===== config.mk =====
export PLATFORM = sky130hd
export DESIGN_NAME = btp_top
export DESIGN_NICKNAME = d
export VERILOG_FILES = /design/src/rtl/btp_pkg.sv /design/src/rtl/btp_prescale.sv /design/src/rtl/btp_top.sv
export VERILOG_INCLUDE_DIRS = /design/src /design/src/rtl
export SDC_FILE = /design/constraint.sdc
export NUM_CORES = 1
export LEC_CHECK = 0
export BUFFER_PORTS_ARGS = -buffer_cell sky130_fd_sc_hd__buf_2
export CORE_MARGIN = 2
export CORE_UTILIZATION = 25
export CTS_CLUSTER_SIZE = 12
export DETAILED_ROUTE_END_ITERATION = 12
export PLACE_DENSITY_LB_ADDON = 0.25
export REMOVE_ABC_BUFFERS = 1
export SLEW_MARGIN = 5
export SYNTH_ARGS = -nofsm -noshare
export SYNTH_HDL_FRONTEND = slang
export SYNTH_HIERARCHICAL = 1
export SYNTH_SLANG_ARGS = --single-unit

===== constraint.sdc =====
create_clock -name clk_sys_in -period 3.82 [get_ports clk_sys_in]
set_input_delay 0.764 -clock clk_sys_in [delete_from_list [all_inputs] [get_ports clk_sys_in]]
set_output_delay 0.764 -clock clk_sys_in [all_outputs]
set_load 0.03 [all_outputs]

===== src/rtl/btp_consts.svh =====
// register map, field positions, reset values and function code of the pwm timer
`ifndef BTP_CONSTS_SVH
`define BTP_CONSTS_SVH
// ************************************
// register byte offsets
// ************************************
`define BTP_OFS_CTRL     8'h00
`define BTP_OFS_STAT     8'h04
`define BTP_OFS_PERIOD   8'h08
`define BTP_OFS_DUTY     8'h0c
`define BTP_OFS_COUNT    8'h10
// ************************************
// main control fields
// ************************************
`define BTP_B_SWTRIG     0
`define BTP_B_COUNT_ENABLE_BIT       1
`define BTP_B_ONESHOT    2
`define BTP_B_OUTPUT_POLARITY       3
`define BTP_F_FUNC_HI    6
`define BTP_F_FUNC_LO    4
`define BTP_F_EDGE_HI    9
`define BTP_F_EDGE_LO    8
`define BTP_B_MASK       10
`define BTP_B_RESTART    11
`define BTP_F_CKS_HI     14
`define BTP_F_CKS_LO     12
`define BTP_CTRL_WMASK   16'h7f7e
`define BTP_FUNC_PWM     3'h1
// ************************************
// status and enable fields
// ************************************
`define BTP_B_CLOCK_SELECT_MSB       8
`define BTP_F_IEN_HI     6
`define BTP_F_IEN_LO     4
`define BTP_F_FLAG_HI    2
`define BTP_F_FLAG_LO    0
`define BTP_FLAG_UF      0
`define BTP_FLAG_DUTY    1
`define BTP_FLAG_TRIG    2
// ************************************
// reset values and counter maximum
// ************************************
`define BTP_RST_CTRL     16'h0000
`define BTP_RST_PERIOD   16'h0000
`define BTP_RST_DUTY     16'hffff
`define BTP_RST_COUNT    16'h0000
`define BTP_CNT_MAX      16'hffff
`endif


===== src/rtl/btp_pkg.sv =====
// types shared by the pwm timer modules
package btp_pkg;
   typedef enum logic {BTP_IDLE, BTP_RUN} btp_state_t;
   typedef logic [15:0] btp_half_t;
   typedef logic [3:0]  btp_cks_t;
endpackage


===== src/rtl/btp_prescale.sv =====
// count clock prescaler: turns the clock select code into a count enable
`timescale 1ns/1ps
module btp_prescale
   import btp_pkg::*;
(
   input  wire logic          clk_sys_in,
   input  wire logic          rst_n_in,
   input  wire btp_pkg::btp_cks_t cks_in,
   input  wire logic          ext_rise_in,
   input  wire logic          ext_fall_in,
   output logic               tick_out
);
   import btp_pkg::*;

   typedef struct packed {
      logic [10:0] div;
   } btp_pre_t;

   btp_pre_t r_q;
   btp_pre_t r_d;

   // true once every 2**n clocks
   function automatic logic hit(input logic [10:0] d, input int n);
      logic [10:0] m;
      m = 11'((1 << n) - 1);
      return (d & m) == m;
   endfunction

   always_comb begin
      r_d     = r_q;
      r_d.div = 11'(r_q.div + 11'h1);
      case (cks_in)
         4'h0:    tick_out = 1'b1;
         4'h1:    tick_out = hit(r_q.div, 2);
         4'h2:    tick_out = hit(r_q.div, 4);
         4'h3:    tick_out = hit(r_q.div, 7);
         4'h4:    tick_out = hit(r_q.div, 8);
         4'h5:    tick_out = ext_rise_in;
         4'h6:    tick_out = ext_fall_in;
         4'h7:    tick_out = ext_rise_in | ext_fall_in;
         4'h8:    tick_out = hit(r_q.div, 9);
         4'h9:    tick_out = hit(r_q.div, 10);
         4'ha:    tick_out = hit(r_q.div, 11);
         // prohibited codes freeze the counter
         default: tick_out = 1'b0;
      endcase
   end

   always_ff @(posedge clk_sys_in) begin
      if (!rst_n_in) begin
         r_q <= '0;
      end else begin
         r_q <= r_d;
      end
   end
endmodule // btp_prescale


===== src/rtl/btp_top.sv =====
// 16-bit down-counting pwm timer channel with apb register access
// Notes on behaviour
// - oneshot_select 0 gives continuous pulses, 1 gives a single pulse.
// - count_enable_bit 1 runs the down counter; writing 0 stops it.
// - writing count_enable_bit 1 drives the waveform low, unless a duty match falls in the same cycle.
// - software_trigger starts the timer while enabled; it always reads 0.
// - writing enable and trigger together also triggers.
// - software trigger works whatever the trigger edge select holds.
// - clock_select_msb sits at bit 8; bits 15 to 9 read 0.
// - each flag with its enable set raises the cpu interrupt request.
// - trigger_flag sets on software trigger or valid external edge.
// - duty_match_flag sets when counter equals the duty setting.
// - underflow_flag sets when counter steps on from 0x0000, to the period, or to 0xffff in one-shot.
// - writing 0 clears a flag; writing 1 leaves it unchanged.
// - read-modify-write reads return 1 for every flag.
// - period buffer loads the counter at start and each underflow in continuous mode.
// - duty buffer takes effect at underflow and resets to all ones.
// - equal period and duty give all high, or all low when inverted.
// - counter_value is read only, shows the live counter, resets to zero.
// - pwm behaviour only while function_select holds the pwm code.
// - output_polarity inverts; the output mask then holds the pin high.
`timescale 1ns/1ps
`include "btp_consts.svh"
module btp_top
   import btp_pkg::*;
(
   input  wire logic        clk_sys_in,
   input  wire logic        rst_n_in,
   input  wire logic        psel_in,
   input  wire logic        penable_in,
   input  wire logic        pwrite_in,
   input  wire logic [7:0]  paddr_in,
   input  wire logic [31:0] pwdata_in,
   input  wire logic        rmw_read_in,
   input  wire logic        ext_clk_in,
   input  wire logic        trig_in,
   output logic [31:0]      prdata_out,
   output logic             pready_out,
   output logic             pslverr_out,
   output logic             pwm_out,
   output logic             irq_out
);
   import btp_pkg::*;

   // ************************************
   // state
   // ************************************
   typedef struct packed {
      btp_state_t  st;
      btp_half_t   ctrl;
      logic        clock_select_msb;
      logic [2:0]  ien;
      logic [2:0]  flag;
      btp_half_t   period;
      btp_half_t   duty_buf;
      btp_half_t   duty_act;
      btp_half_t   cnt;
      logic        level;
      logic        pwm;
      logic        irq;
      logic        pready;
      logic        pslverr;
      logic [31:0] prdata;
      logic [1:0]  ext_s;
      logic        ext_p;
      logic [1:0]  trg_s;
      logic        trg_p;
   } btp_reg_t;

   btp_reg_t r_q;
   btp_reg_t r_d;
   logic     tick;
   logic     ext_rise;
   logic     ext_fall;
   logic     trg_rise;
   logic     trg_fall;
   logic     setup;
   logic     wr;
   logic     pwm_sel;
   logic     sw_trig;
   logic     ext_trig;
   logic     start;
   logic     uf;
   logic     chk;

   // ************************************
   // edge detect behind the synchronisers
   // ************************************
   assign ext_rise = r_q.ext_s[1] & ~r_q.ext_p;
   assign ext_fall = ~r_q.ext_s[1] & r_q.ext_p;
   assign trg_rise = r_q.trg_s[1] & ~r_q.trg_p;
   assign trg_fall = ~r_q.trg_s[1] & r_q.trg_p;

   btp_prescale u_pre (
      .clk_sys_in  (clk_sys_in),
      .rst_n_in    (rst_n_in),
      .cks_in      ({r_q.clock_select_msb, r_q.ctrl[`BTP_F_CKS_HI:`BTP_F_CKS_LO]}),
      .ext_rise_in (ext_rise),
      .ext_fall_in (ext_fall),
      .tick_out    (tick)
   );

   // ************************************
   // next state
   // ************************************
   always_comb begin
      r_d         = r_q;
      r_d.pready  = 1'b0;
      r_d.pslverr = 1'b0;
      r_d.prdata  = '0;
      r_d.ext_s   = {r_q.ext_s[0], ext_clk_in};
      r_d.ext_p   = r_q.ext_s[1];
      r_d.trg_s   = {r_q.trg_s[0], trig_in};
      r_d.trg_p   = r_q.trg_s[1];
      setup   = psel_in & ~penable_in;
      wr      = psel_in & penable_in & r_q.pready & pwrite_in;
      // enable and trigger in one write also counts as a trigger
      sw_trig = wr && paddr_in == `BTP_OFS_CTRL && pwdata_in[`BTP_B_SWTRIG]
                && pwdata_in[`BTP_B_COUNT_ENABLE_BIT];
      case (r_q.ctrl[`BTP_F_EDGE_HI:`BTP_F_EDGE_LO])
         2'h1:    ext_trig = trg_rise;
         2'h2:    ext_trig = trg_fall;
         2'h3:    ext_trig = trg_rise | trg_fall;
         default: ext_trig = 1'b0;
      endcase
      ext_trig = ext_trig & r_q.ctrl[`BTP_B_COUNT_ENABLE_BIT];
      start = 1'b0;
      uf    = 1'b0;
      chk   = 1'b0;

      // register writes
      if (wr) begin
         case (paddr_in)
            `BTP_OFS_CTRL: begin
               r_d.ctrl = pwdata_in[15:0] & `BTP_CTRL_WMASK;
               if (pwdata_in[`BTP_B_COUNT_ENABLE_BIT]) begin
                  r_d.level = 1'b0;
               end else begin
                  r_d.st = BTP_IDLE;
               end
            end
            `BTP_OFS_STAT: begin
               r_d.clock_select_msb = pwdata_in[`BTP_B_CLOCK_SELECT_MSB];
               r_d.ien  = pwdata_in[`BTP_F_IEN_HI:`BTP_F_IEN_LO];
               r_d.flag = r_q.flag & pwdata_in[`BTP_F_FLAG_HI:`BTP_F_FLAG_LO];
            end
            `BTP_OFS_PERIOD: r_d.period   = pwdata_in[15:0];
            `BTP_OFS_DUTY:   r_d.duty_buf = pwdata_in[15:0];
            default: ;
         endcase
      end

      // follows the control word just written, else enable plus trigger would be lost
      pwm_sel = r_d.ctrl[`BTP_F_FUNC_HI:`BTP_F_FUNC_LO] == `BTP_FUNC_PWM;
      if (pwm_sel && r_d.ctrl[`BTP_B_COUNT_ENABLE_BIT]) begin
         if (sw_trig || ext_trig) begin
            r_d.flag[`BTP_FLAG_TRIG] = 1'b1;
            // a running timer only restarts when restart is enabled
            start = r_q.st == BTP_IDLE || r_q.ctrl[`BTP_B_RESTART];
         end
         case (r_q.st)
            BTP_IDLE: ;
            BTP_RUN: begin
               if (tick && !start) begin
                  if (r_q.cnt == '0) begin
                     uf                     = 1'b1;
                     r_d.flag[`BTP_FLAG_UF] = 1'b1;
                     r_d.duty_act           = r_q.duty_buf;
                     r_d.level              = 1'b0;
                     if (r_q.ctrl[`BTP_B_ONESHOT]) begin
                        r_d.cnt = `BTP_CNT_MAX;
                        r_d.st  = BTP_IDLE;
                     end else begin
                        r_d.cnt = r_q.period;
                        chk     = 1'b1;
                     end
                  end else begin
                     r_d.cnt = 16'(r_q.cnt - 16'h1);
                     chk     = 1'b1;
                  end
               end
            end
            default: r_d.st = BTP_IDLE;
         endcase
         if (start) begin
            r_d.cnt      = r_q.period;
            r_d.duty_act = r_q.duty_buf;
            r_d.level    = 1'b0;
            r_d.st       = BTP_RUN;
            chk          = 1'b1;
         end
         // a match right at reload keeps the pin high all period
         if (chk && r_d.cnt == r_d.duty_act) begin
            r_d.flag[`BTP_FLAG_DUTY] = 1'b1;
            r_d.level                = 1'b1;
         end
      end else if (!pwm_sel) begin
         r_d.st = BTP_IDLE;
      end

      // mask and polarity act at once, from the stored control
      r_d.pwm = (r_d.level & ~r_q.ctrl[`BTP_B_MASK]) ^ r_q.ctrl[`BTP_B_OUTPUT_POLARITY];
      r_d.irq = |(r_d.flag & r_d.ien);

      // read data is prepared in the setup cycle, no wait states
      if (setup) begin
         r_d.pready = 1'b1;
         case (paddr_in)
            `BTP_OFS_CTRL:   r_d.prdata = {16'h0, r_q.ctrl};
            `BTP_OFS_STAT:   r_d.prdata = {23'h0, r_q.clock_select_msb, 1'b0, r_q.ien, 1'b0,
                                           r_q.flag | {3{rmw_read_in}}};
            `BTP_OFS_PERIOD: r_d.prdata = {16'h0, r_q.period};
            `BTP_OFS_DUTY:   r_d.prdata = {16'h0, r_q.duty_buf};
            `BTP_OFS_COUNT:  r_d.prdata = {16'h0, r_q.cnt};
            default:         r_d.pslverr = 1'b1;
         endcase
      end
   end

   always_ff @(posedge clk_sys_in) begin
      if (!rst_n_in) begin
         r_q          <= '0;
         r_q.st       <= BTP_IDLE;
         r_q.ctrl     <= `BTP_RST_CTRL;
         r_q.period   <= `BTP_RST_PERIOD;
         r_q.duty_buf <= `BTP_RST_DUTY;
         r_q.duty_act <= `BTP_RST_DUTY;
         r_q.cnt      <= `BTP_RST_COUNT;
      end else begin
         r_q <= r_d;
      end
   end

   assign prdata_out  = r_q.prdata;
   assign pready_out  = r_q.pready;
   assign pslverr_out = r_q.pslverr;
   assign pwm_out     = r_q.pwm;
   assign irq_out     = r_q.irq;

   // ************************************
   // assertions
   // ************************************
   property p_trig_reads_zero;
      @(posedge clk_sys_in) disable iff (!rst_n_in)
      (setup && !pwrite_in && paddr_in == `BTP_OFS_CTRL) |=> (prdata_out[0] == 1'b0 && pready_out);
   endproperty
   a_trig_reads_zero: assert property (p_trig_reads_zero) else $error("trigger bit read as 1");

   property p_uf_flag;
      @(posedge clk_sys_in) disable iff (!rst_n_in)
      uf |=> r_q.flag[`BTP_FLAG_UF] && r_q.cnt == (r_q.ctrl[`BTP_B_ONESHOT] ? 16'hffff : $past(r_q.period));
   endproperty
   a_uf_flag: assert property (p_uf_flag) else $error("underflow did not set flag or reload");

   property p_duty_flag;
      @(posedge clk_sys_in) disable iff (!rst_n_in)
      (chk && r_d.cnt == r_d.duty_act) |=> r_q.flag[`BTP_FLAG_DUTY] && r_q.level;
   endproperty
   a_duty_flag: assert property (p_duty_flag) else $error("duty match lost");

   property p_clear;
      @(posedge clk_sys_in) disable iff (!rst_n_in)
      (wr && paddr_in == `BTP_OFS_STAT && !pwdata_in[0] && !uf) |=> !r_q.flag[`BTP_FLAG_UF];
   endproperty
   a_clear: assert property (p_clear) else $error("flag not cleared by 0");

   property p_set_wins;
      @(posedge clk_sys_in) disable iff (!rst_n_in)
      (uf && wr && paddr_in == `BTP_OFS_STAT) |=> r_q.flag[`BTP_FLAG_UF];
   endproperty
   a_set_wins: assert property (p_set_wins) else $error("set lost against clear");

   property p_irq;
      @(posedge clk_sys_in) disable iff (!rst_n_in)
      ##1 (irq_out == |($past(r_d.flag) & $past(r_d.ien)));
   endproperty
   a_irq: assert property (p_irq) else $error("interrupt request mismatch");

   property p_enable_low;
      @(posedge clk_sys_in) disable iff (!rst_n_in)
      (wr && paddr_in == `BTP_OFS_CTRL && pwdata_in[1:0] == 2'h2 && !r_q.ctrl[`BTP_B_MASK]
       && !r_q.ctrl[`BTP_B_OUTPUT_POLARITY]) |=> !pwm_out;
   endproperty
   a_enable_low: assert property (p_enable_low) else $error("enable did not drive low");

   property p_start_load;
      @(posedge clk_sys_in) disable iff (!rst_n_in)
      start |=> (r_q.cnt == $past(r_q.period)) && r_q.st == BTP_RUN && r_q.flag[`BTP_FLAG_TRIG];
   endproperty
   a_start_load: assert property (p_start_load) else $error("start did not load period");

   property p_mask;
      @(posedge clk_sys_in) disable iff (!rst_n_in)
      r_q.ctrl[`BTP_B_MASK] |=> pwm_out == $past(r_q.ctrl[`BTP_B_OUTPUT_POLARITY]);
   endproperty
   a_mask: assert property (p_mask) else $error("mask level wrong");

   property p_stat_reserved;
      @(posedge clk_sys_in) disable iff (!rst_n_in)
      (setup && paddr_in == `BTP_OFS_STAT) |=> prdata_out[31:9] == '0 && !prdata_out[7] && !prdata_out[3];
   endproperty
   a_stat_reserved: assert property (p_stat_reserved) else $error("reserved status bits set");

   c_underflow: cover property (@(posedge clk_sys_in) disable iff (!rst_n_in) uf);
   c_oneshot:   cover property (@(posedge clk_sys_in) disable iff (!rst_n_in)
                                uf && r_q.ctrl[`BTP_B_ONESHOT]);
   c_ext_trig:  cover property (@(posedge clk_sys_in) disable iff (!rst_n_in) ext_trig && start);
   c_irq:       cover property (@(posedge clk_sys_in) disable iff (!rst_n_in) irq_out);
endmodule // btp_top


-- Word level (Yosys, flattened, before mapping)
Cells that the tools add are included.
- bitwise operators: 23
- multiplexer cells: 45
- reduce and logical (&&, ||, !) cells: 19
- equal/unequal tests: 26
- add/sub/neg operators: 2
- operators by type and width (operator ; number):
    33-bit two-way mux ; 4
    16-bit two-way mux ; 5
    16-bit one-hot mux with 5 select lines ; 1
    56-bit two-way mux ; 1
    34-bit two-way mux ; 1
    1-bit two-way mux ; 28
    17-bit two-way mux ; 1
    16-bit == test ; 1
    4-bit by 3-bit == test with 1-bit output (second input constant) ; 4
    4-bit == test (second input constant) ; 4
    8-bit by 4-bit == test with 1-bit output (second input constant) ; 2
    16-bit logical NOT ; 1
    16-bit by 1-bit subtractor with 16-bit output (second input constant) ; 1
    11-bit by 1-bit adder with 11-bit output (second input constant) ; 1
    11-bit == test (second input constant) ; 1
    1-bit one-hot mux with 11 select lines ; 1
    1-bit bitwise AND ; 10
    10-bit == test (second input constant) ; 1
    2-bit AND reduction ; 5
    9-bit == test (second input constant) ; 1
    4-bit by 2-bit == test with 1-bit output (second input constant) ; 2
    8-bit by 3-bit == test with 1-bit output (second input constant) ; 1
    8-bit by 5-bit == test with 1-bit output (second input constant) ; 1
    8-bit == test (second input constant) ; 1
    other kinds (20) ; 36
- register bits after elaboration: 139
- output and inout bits: 36
- input bits: 48
- logic and storage cells: 136

-- Logic depth before layout (Yosys ltp)
Gate-level depths: netlist of run 1.
- depth in word-level cells: 21
- mapped depth: 18
- depth with buffers taken out: 17

-- Modules after synthesis
Netlist of run 1, hierarchy kept.
- modules (own cells, without submodules) (module ; cells an instance ; area an instance (sq um) ; sequential area each (sq um) ; times used):
    btp_top ; 707 ; 5805.6 ; 2242.2 ; 1
    btp_prescale ; 60 ; 564.3 ; 220.2 ; 1

-- Least setup slack after synthesis of run 1
Ideal clock, no wire load.
- kind: input port to flip-flop
- start point: input paddr_in[3]
- end point: register r_q (netlist bit pwm_out)
- stages on the path: 13
- data required time: 3.691 ns
- buffers on the path: 3
- arrival: 3.301 ns
- setup time: 0.129 ns
- slack: 0.390 ns
- cell sequence: buf_6 or4_4 nor4_4 a31oi_4 o22ai_2 buf_6 buf_8 mux2i_1 xnor2_1 nand4_1 nor4_2 and2_1 o211ai_1
- cells in the longest elaborated chain, start to end: 19
- elaborated cells on any way between the ends: 30
- those cells by class: 2 x eq/ne; 17 x mux; 2 x bitwise; 9 x reduce/logical
- ends and longest elaborated chain (item ; line ; RTL):
    from (decl) ; btp_top.sv:32 ; input wire logic [7:0] paddr_in,
    8-bit logical NOT (*) ; btp_top.sv:133 ; case (paddr_in)
    1-bit logical AND (no line) ; -- ;
    1-bit logical AND (2 in a row) ; btp_top.sv:118 ; sw_trig = wr && paddr_in == `BTP_OFS_CTRL && pwdata_in[`BTP_B_SWTRIG]
    1-bit logical OR ; btp_top.sv:156 ; if (sw_trig || ext_trig) begin
    1-bit two-way mux ; btp_top.sv:156 ;
    1-bit two-way mux ; btp_top.sv:155 ; if (pwm_sel && r_d.ctrl[`BTP_B_COUNT_ENABLE_BIT]) begin
    1-bit logical NOT ; btp_top.sv:164 ; if (tick && !start) begin
    1-bit logical AND ; btp_top.sv:164 ;
    [... 2 more ...] ; -- ;
    33-bit two-way mux ; btp_top.sv:185 ; if (start) begin
    33-bit two-way mux ; btp_top.sv:155 ;
    16-bit == test ; btp_top.sv:193 ; if (chk && r_d.cnt == r_d.duty_act) begin
    1-bit logical AND ; btp_top.sv:193 ;
    1-bit two-way mux ; btp_top.sv:193 ;
    1-bit two-way mux (*) ; btp_top.sv:155 ;
    1-bit bitwise AND (*) ; btp_top.sv:202 ; r_d.pwm = (r_d.level & ~r_q.ctrl[`BTP_B_MASK]) ^ r_q.ctrl[`BTP_B_OUTPUT_POLARITY];
    1-bit bitwise XOR (*) ; btp_top.sv:202 ;
    to (signal assigned) ; btp_top.sv:230 ; r_q <= r_d;
    to (decl) ; btp_top.sv:70 ; btp_reg_t r_q;
Mark *: on every way between the ends. The rest lies on a longest branch, timed or not. The select of a mux whose other input is x is not followed.
A chain may end at the register's enable or synchronous reset.

-- Worst setup path after layout of run 1
- start point: register u_pre/r_q[0] in the netlist's numbering
- end point: register r_q (netlist bit irq_out)
- cells in the longest elaborated chain, start to end: 13
- elaborated cells on any way between the ends: 25
- those cells by class: 8 x eq/ne; 13 x mux; 1 x bitwise; 3 x reduce/logical
- ends and longest elaborated chain (item ; line ; RTL):
    from (decl) ; btp_prescale.sv:19 ; btp_pre_t r_q;
    from (signal assigned) ; btp_prescale.sv:53 ; r_q <= r_d;
    11-bit == test (tied with other cells) ; btp_prescale.sv:26 ; return (d & m) == m;
    1-bit one-hot mux with 11 select lines (*) ; btp_prescale.sv:32 ; case (cks_in)
    named net tick ; btp_top.sv:72 ; logic tick;
    1-bit logical AND (*) ; btp_top.sv:164 ;
    33-bit two-way mux ; btp_top.sv:164 ;
    33-bit two-way mux ; btp_top.sv:161 ; case (r_q.st)
    33-bit two-way mux ; btp_top.sv:185 ;
    33-bit two-way mux ; btp_top.sv:155 ;
    16-bit == test ; btp_top.sv:193 ;
    1-bit logical AND ; btp_top.sv:193 ;
    1-bit two-way mux ; btp_top.sv:193 ;
    3-bit two-way mux (*) ; btp_top.sv:155 ;
    3-bit bitwise AND (*) ; btp_top.sv:203 ; r_d.irq = |(r_d.flag & r_d.ien);
    3-bit OR reduction (*) ; btp_top.sv:203 ;
Mark *: on every way through the listed nets, which the timed path passes. The rest lies on a longest branch. The select of a mux whose other input is x is not followed.

==> results.toml, run 1 <==
[floorplanning]
die_x_um = 164
die_h_um = 164
dieArea_um2 = 26800
placementRows = 58
core-area_um2 = 25100
ios = 84
start_util = 0.254

[yosys]
synth.distinct_cells = 67
yosysSeqAreaShare = 0.387
synth_warnings = 6
async_flop_share = 0
syn_avg_cell_area_um2 = 8.30
synth_ff_type = "dfxtp_1"
synth_area_um2 = 6370
synthCells = 767
ys_seq_elements = 123
synth_edf_count = 0

[power]
p_sw_frac = 0.233
power_switching_uw = 740
pwr-share-clk = 0.555
worst_ir_drop_vdd_v = 0.000221
p_int_mw = 2.44
total_power_mw = 3.18
p_seq_frac = 0.407
powerDensity_nw_per_um2 = 412
p_comb_frac = 0.038
leakage_nw = 3.04

[sta]
worstMarginPinSlew_ps = 867
fin_skew_ps = 10.8
finalMaxSlewViolations = 0
setup_violations = 0
period_needed_ps = 3530
fmaxAchievable_mhz = 284
slew_headroom = 0.422
setup_slack_ps = 295
setup_tns_ps = 0
timing.final.crit_share = 0.923
hold_slack_ps = 439
hold_viol = 0
rsz0062_at_grt = "no"

[layout]
finish.instance_area_um2 = 7710
diodes = 0
syn2layout_area_growth_pct = 21.1
drive_gt1_frac = 0.195
final_core_util = 0.307
layout.nets = 875
final_cells = 1165

[detailed_routing]
wire_per_inst_um = 17.6
first_pass_iters = 5
routed_wl_um = 20500
vias_per_cell = 4.75
num_vias = 5532
drtIter0Drc = 296
antenna_left = 0
drc = 0

[placement]
dpl.hpwl_um = 14700
placed_area_um2 = 7040
routabilityCongestion = 0.927
pre_cts_slack_ps = -87.8
io_buffer_count = 51
post-place-cells = 1132

[setup_path]
crit_path_end_kind = "flip-flop"
crit_type = "flip-flop to flip-flop"
cp.arrival_ps = 3820
cp.required_ps = 4110
start_kind = "flip-flop"
path_max_fanout = 6

[worst_hold_path]
hold_path_class = "flip-flop to flip-flop"

[clock_network]
clkTransAtPathRegs_ps = 60
clk_latency_ps = 430
cts_tree = "done"
cts_root_buf = "clkbuf_16"
cts.sinks = 123
ctsLongestPathBuffers = 2
htree_levels = 4
numCtsBuffers = 17

[job]
drv_cap = 0

[run_status]
status = "finished clean"

[global_routing]
grt.overflow.total = 0
grt_max_degree = 48
antenna_found_initial = 0
grt_pass1_vias = 5415
grt_use_total = 0.159
grt_first_pass_wirelength_um = 32000
## area by class of cell
cell class / instances / area [um^2]
inverter: 9 / 33.8
tap: 330 / 413
sequential: 123 / 2460
fill: 2733 / 17400
clock buffer: 18 / 439
multi-input combinational: 575 / 3540
timing repair buffer: 96 / 631
clock inverter: 14 / 195
## power groups by stage
stage                     Sequential, mW  Clock, mW  Combinational, mW
final                               1.29       1.76              0.121
after global routing                1.29       1.86              0.132
after CTS                           1.29       1.79              0.121
after detailed placement            1.32          0              0.121
after global placement              1.32          0              0.121
after floorplan                     1.32          0             0.0533
## path summary, 6_finish.rpt
kind / from / endpoint / slack [ps] / cells after the start
min reg2reg: r_d[5]$_SDFF_PN0_ / r_d[3]$_SDFF_PN0_ / 440 / 1
max: u_pre/r_q[0]$_SDFF_PN0_ / irq_out$_SDFF_PN0_ / 290 / 18
min: r_d[5]$_SDFF_PN0_ / r_d[3]$_SDFF_PN0_ / 440 / 1
max reg2reg: u_pre/r_q[0]$_SDFF_PN0_ / irq_out$_SDFF_PN0_ / 290 / 18
## kinds of logic (layout without fill, tap and decap cells)
family	Yosys count	count (layout)	share of synthesized area
and+or+nand+nor	317	317	0.237
AOI/OAI and AO/OA	141	141	0.146
DFF	123	123	0.387
buffers and inverters	84	137	0.0733
muxes	64	64	0.103
xor gates and xnor gates	32	32	0.0440
adders and majority gates	5	5	0.00982
other	1	16	0.000589
## metal layers
metal | GRT usage | vias up | wire [um]
li1 | - | 2740 | -
met1 | 0.220 | 2637 | 9810
met2 | 0.249 | 137 | 9240
met3 | 0.0356 | 18 | 1130
met4 | 0.0435 | 0 | 287
met5 | 0 | - | 0
## flip-flops by register name, summed over array words and instances (netlist names)
register     cells
r_d              4
r_q             88
pslverr_out      1
prdata_out      16
u_pre/r_q       11
pwm_out          1
pready_out       1
irq_out          1
## cells in the mapped netlist (3+ instances only)
| library cell | instances | area (um^2) |
|---|---|---|
| a21oi_1 | 41 | 205 |
| a22oi_1 | 5 | 37.5 |
| and2_1 | 24 | 150 |
| and3_1 | 7 | 43.8 |
| buf_1 | 4 | 15.0 |
| buf_2 | 4 | 20.0 |
| buf_4 | 32 | 240 |
| clkbuf_1 | 32 | 120 |
| dfxtp_1 | 123 | 2460 |
| ha_1 | 5 | 62.6 |
| inv_1 | 8 | 30.0 |
| mux2_2 | 11 | 124 |
| mux2i_1 | 53 | 531 |
| nand2_1 | 129 | 484 |
| nand2b_1 | 4 | 25.0 |
| nand3_1 | 38 | 190 |
| nand3b_1 | 3 | 22.5 |
| nand4_1 | 6 | 37.5 |
| nor2_1 | 65 | 244 |
| nor2b_1 | 6 | 37.5 |
| nor3_1 | 7 | 35.0 |
| nor3b_1 | 4 | 30.0 |
| nor4_1 | 5 | 31.3 |
| o211ai_1 | 6 | 45.0 |
| o21ai_0 | 32 | 160 |
| o221ai_1 | 3 | 26.3 |
| o22a_1 | 11 | 96.3 |
| o22ai_1 | 13 | 81.3 |
| o31ai_1 | 3 | 22.5 |
| o41ai_1 | 3 | 26.3 |
| or3_1 | 5 | 31.3 |
| xnor2_1 | 17 | 149 |
| xor2_1 | 15 | 131 |
## cells in the final DEF, fill, tap and decap left out, types with 24 or more instances in the layout
| master | synthesis | layout |
|---|---|---|
| nor2_1 | 65 | 64 |
| a21oi_1 | 41 | 41 |
| o21ai_0 | 32 | 32 |
| dfxtp_1 | 123 | 123 |
| and2_1 | 24 | 24 |
| nand2_1 | 129 | 129 |
| buf_2 | 4 | 51 |
| buf_4 | 32 | 42 |
| nand3_1 | 38 | 37 |
| mux2i_1 | 53 | 53 |
## critical path, stage by stage, from the launching register on
cell      delay [ps]
dfxtp_1          360
ha_2             220
nand3_4          120
nor2_2           150
ha_1             160
a32o_1           150
a31oi_1           50
nand3_2          130
nand2_1          120
buf_4            170
a21oi_1          190
o21ai_1          230
o22ai_1          240
mux2_2           400
nand4_1          130
nor4_2            50
buf_4            160
a21boi_1         260
o31ai_2          100
## timing repair
action / CTS / global route
setup buffers: 0 / 1
gates resized for setup: 0 / 7
hold buffers: 0 / 0
setup endpoints to repair: 0 / 4
Power figures use the tool's default switching activity.
==> run 2, diff against run 1 <==
Settings changed: SYNTH_HIERARCHICAL 1 to not set.
==> results.toml, run 2 <==
[run_status]
status = "finished clean"

[clock_network]
clkTransAtPathRegs_ps = 60
ctsLongestPathBuffers = 2
cts.sinks = 123
cts_hold_buf = 0
cts_root_buf = "clkbuf_16"
clk_latency_ps = 430
numCtsBuffers = 17
htree_levels = 4
cts_tree = "done"

[floorplanning]
ios = 84
placementRows = 60
die_h_um = 168
start_util = 0.253
dieArea_um2 = 28400
core-area_um2 = 26700
die_x_um = 168

[detailed_routing]
wire_per_inst_um = 18.3
drc = 0
routed_wl_um = 22500
num_vias = 6050
vias_per_cell = 4.92
first_pass_iters = 5
antenna_left = 0
drtIter0Drc = 479

[setup_path]
path_cells = "ha_1 > nor3b_1 > a2111oi_4 > a221o_2 > o211ai_1 > buf_4 > a21oi_1 > a21oi_1 > xnor2_1 > nor4_4 > o221a_2 > o211ai_1"
cp_num_buf_inv = 1
crit_path_end_kind = "flip-flop"
cpMaxStageDelayCell = "o211ai_1"
start_kind = "flip-flop"
crit_type = "flip-flop to flip-flop"
cp.required_ps = 4110
path_max_fanout = 7
path_delay_family = "compound AO/OA/AOI/OAI gates"
cp.arrival_ps = 3940
cpPeakStageDelay_ps = 590

[global_routing]
grt_pass1_vias = 5928
antenna_found_initial = 1
grt_use_total = 0.162
grt.overflow.total = 0
grt_max_degree = 59
grt_first_pass_wirelength_um = 35100

[layout]
largest-register = "r_q"
final_common_cell = "nand2_1"
nFillCells = 2889
largest_register_ff_count = 88
layout.nets = 928
final_cell_mix = "nand2_1, dfxtp_1, buf_4, buf_2, nand3_1"
drive_gt1_frac = 0.216
syn2layout_area_growth_pct = 20.9

[yosys]
synth_common_cells = "nand2_1, dfxtp_1, nand3_1"
ys_seq_elements = 123
post-synth-top-area-cell = "dfxtp_1"
async_flop_share = 0
synthCells = 816
yosysSeqAreaShare = 0.364
synth_ff_type = "dfxtp_1"
synth_area_um2 = 6760
synth_warnings = 0
synth_most_common_cell = "nand2_1"
synth_edf_count = 0
synth.distinct_cells = 79
netlist.area_leader.share = 0.364
yosys-top-cells-area = "dfxtp_1, nand2_1, buf_4"
syn_avg_cell_area_um2 = 8.29

[power]
p_seq_frac = 0.405
p_comb_frac = 0.035
total_power_mw = 3.19
powerDensity_nw_per_um2 = 391
power_switching_uw = 739
leakage_nw = 3.30
p_sw_frac = 0.232
p_int_mw = 2.45
pwr-share-clk = 0.560
worst_ir_drop_vdd_v = 0.000225

[sta]
worstMarginPinSlew_ps = 680
setup_slack_ps = 168
period_needed_ps = 3650
setup_violations = 0
fin_skew_ps = 10.6
fmaxAchievable_mhz = 274
slew_headroom = 0.544
setup_tns_ps = 0
hold_viol = 0
finalMaxSlewViolations = 0
timing.final.crit_share = 0.956

[placement]
routabilityCongestion = 0.952
io_buffer_count = 51
pre_cts_slack_ps = -35.2
dpl.hpwl_um = 16100

[job]
drv_cap = 0

[worst_hold_path]
hold_path_class = "flip-flop to flip-flop"
==> run 2: cell count changes after synthesis, sizes merged, moves of 10 or more <==
| cell | change |
|---|---|
| a21boi | +33 |
| a222oi | +11 |
| a21oi | -15 |
| o22a | -10 |
| nor2 | -31 |
| mux2i | -30 |
| nand2 | +38 |
==> run 2: worst paths after layout <==
check / endpoint / cells past startpoint / slack [ps] / start
worst max register to register: pwm_out$_SDFF_PN0_ / 12 / 170 / u_pre.r_q[0]$_SDFF_PN0_
worst min-delay path: r_d[3]$_SDFF_PN0_ / 1 / 430 / r_d[5]$_SDFF_PN0_
worst max-delay path: pwm_out$_SDFF_PN0_ / 12 / 170 / u_pre.r_q[0]$_SDFF_PN0_
worst min register to register: r_d[3]$_SDFF_PN0_ / 1 / 430 / r_d[5]$_SDFF_PN0_
==> run 2: cell families (layout without fill, tap and decap cells) <==
| group | Yosys count | count (layout) | share of synthesized area |
|---|---|---|---|
| AO/OA/AOI/OAI | 170 | 170 | 0.193 |
| XOR/XNOR | 27 | 27 | 0.0350 |
| adder cells (fa/ha/maj) | 7 | 7 | 0.0130 |
| buffers and inverters | 103 | 158 | 0.0822 |
| flip-flops | 123 | 123 | 0.364 |
| multiplexers | 39 | 39 | 0.0625 |
| other | 1 | 18 | 0.000555 |
| AND/OR/NAND/NOR | 346 | 346 | 0.250 |
==> run 2: stage by stage <==
stage | instance area [um^2] | hold slack [ps] | cells | utilization
floorplan | 6320 | 412 | 744 | -
global placement | 7430 | 421 | 1190 | 0.278
detailed placement | 7430 | 424 | 1190 | 0.278
CTS | 8080 | 439 | 1222 | 0.302
global route | 8170 | 454 | 1227 | 0.306
finish | 8170 | 434 | 1229 | 0.306
==> run 2: power groups by stage <==
| stage | combinational (mW) | sequential (mW) | clock [mW] |
|---|---|---|---|
| finish | 0.113 | 1.29 | 1.79 |
| global route | 0.121 | 1.29 | 1.88 |
| CTS | 0.113 | 1.29 | 1.82 |
| detailed placement | 0.113 | 1.32 | 0 |
| global placement | 0.113 | 1.32 | 0 |
| floorplan | 0.0501 | 1.32 | 0 |
==> run 2: per-layer routing <==
layer | global-route usage | routed length (um) | vias up
met1 | 0.221 | 10700 | 2920
li1 | - | - | 2939
met3 | 0.0318 | 1160 | 25
met5 | 0 | 0 | -
met4 | 0.0517 | 469 | 0
met2 | 0.260 | 10200 | 166
==> run 2: area by class of cell <==
class | count | area (um^2) | area share
multi-input cells | 605 | 3860 | 0.473
clock buffers | 18 | 439 | 0.0537
flip-flops and latches | 123 | 2460 | 0.301
inverters | 16 | 60.1 | 0.00735
well taps | 341 | 427 | 0.0522
repair buffers | 110 | 711 | 0.0870
diodes | 2 | 5.00 | 0.000612
clock inverters | 14 | 206 | 0.0253
==> run 2: worst reg2reg max path, stage by stage, from the launching register on <==
cell and delay (ps):
dfxtp_1 330, ha_1 250, nor3b_1 410, a2111oi_4 120
a221o_2 500, o211ai_1 590, buf_4 240, a21oi_1 60
a21oi_1 160, xnor2_1 120, nor4_4 370, o221a_2 240
o211ai_1 100
==> run 2: timing repair <==
| item | CTS | global route |
|---|---|---|
| pin swaps | 0 | 4 |
| setup endpoints to repair | 2 | 4 |
| resized for setup | 1 | 9 |
| cloned | 0 | 0 |
| buffers inserted | 0 | 5 |
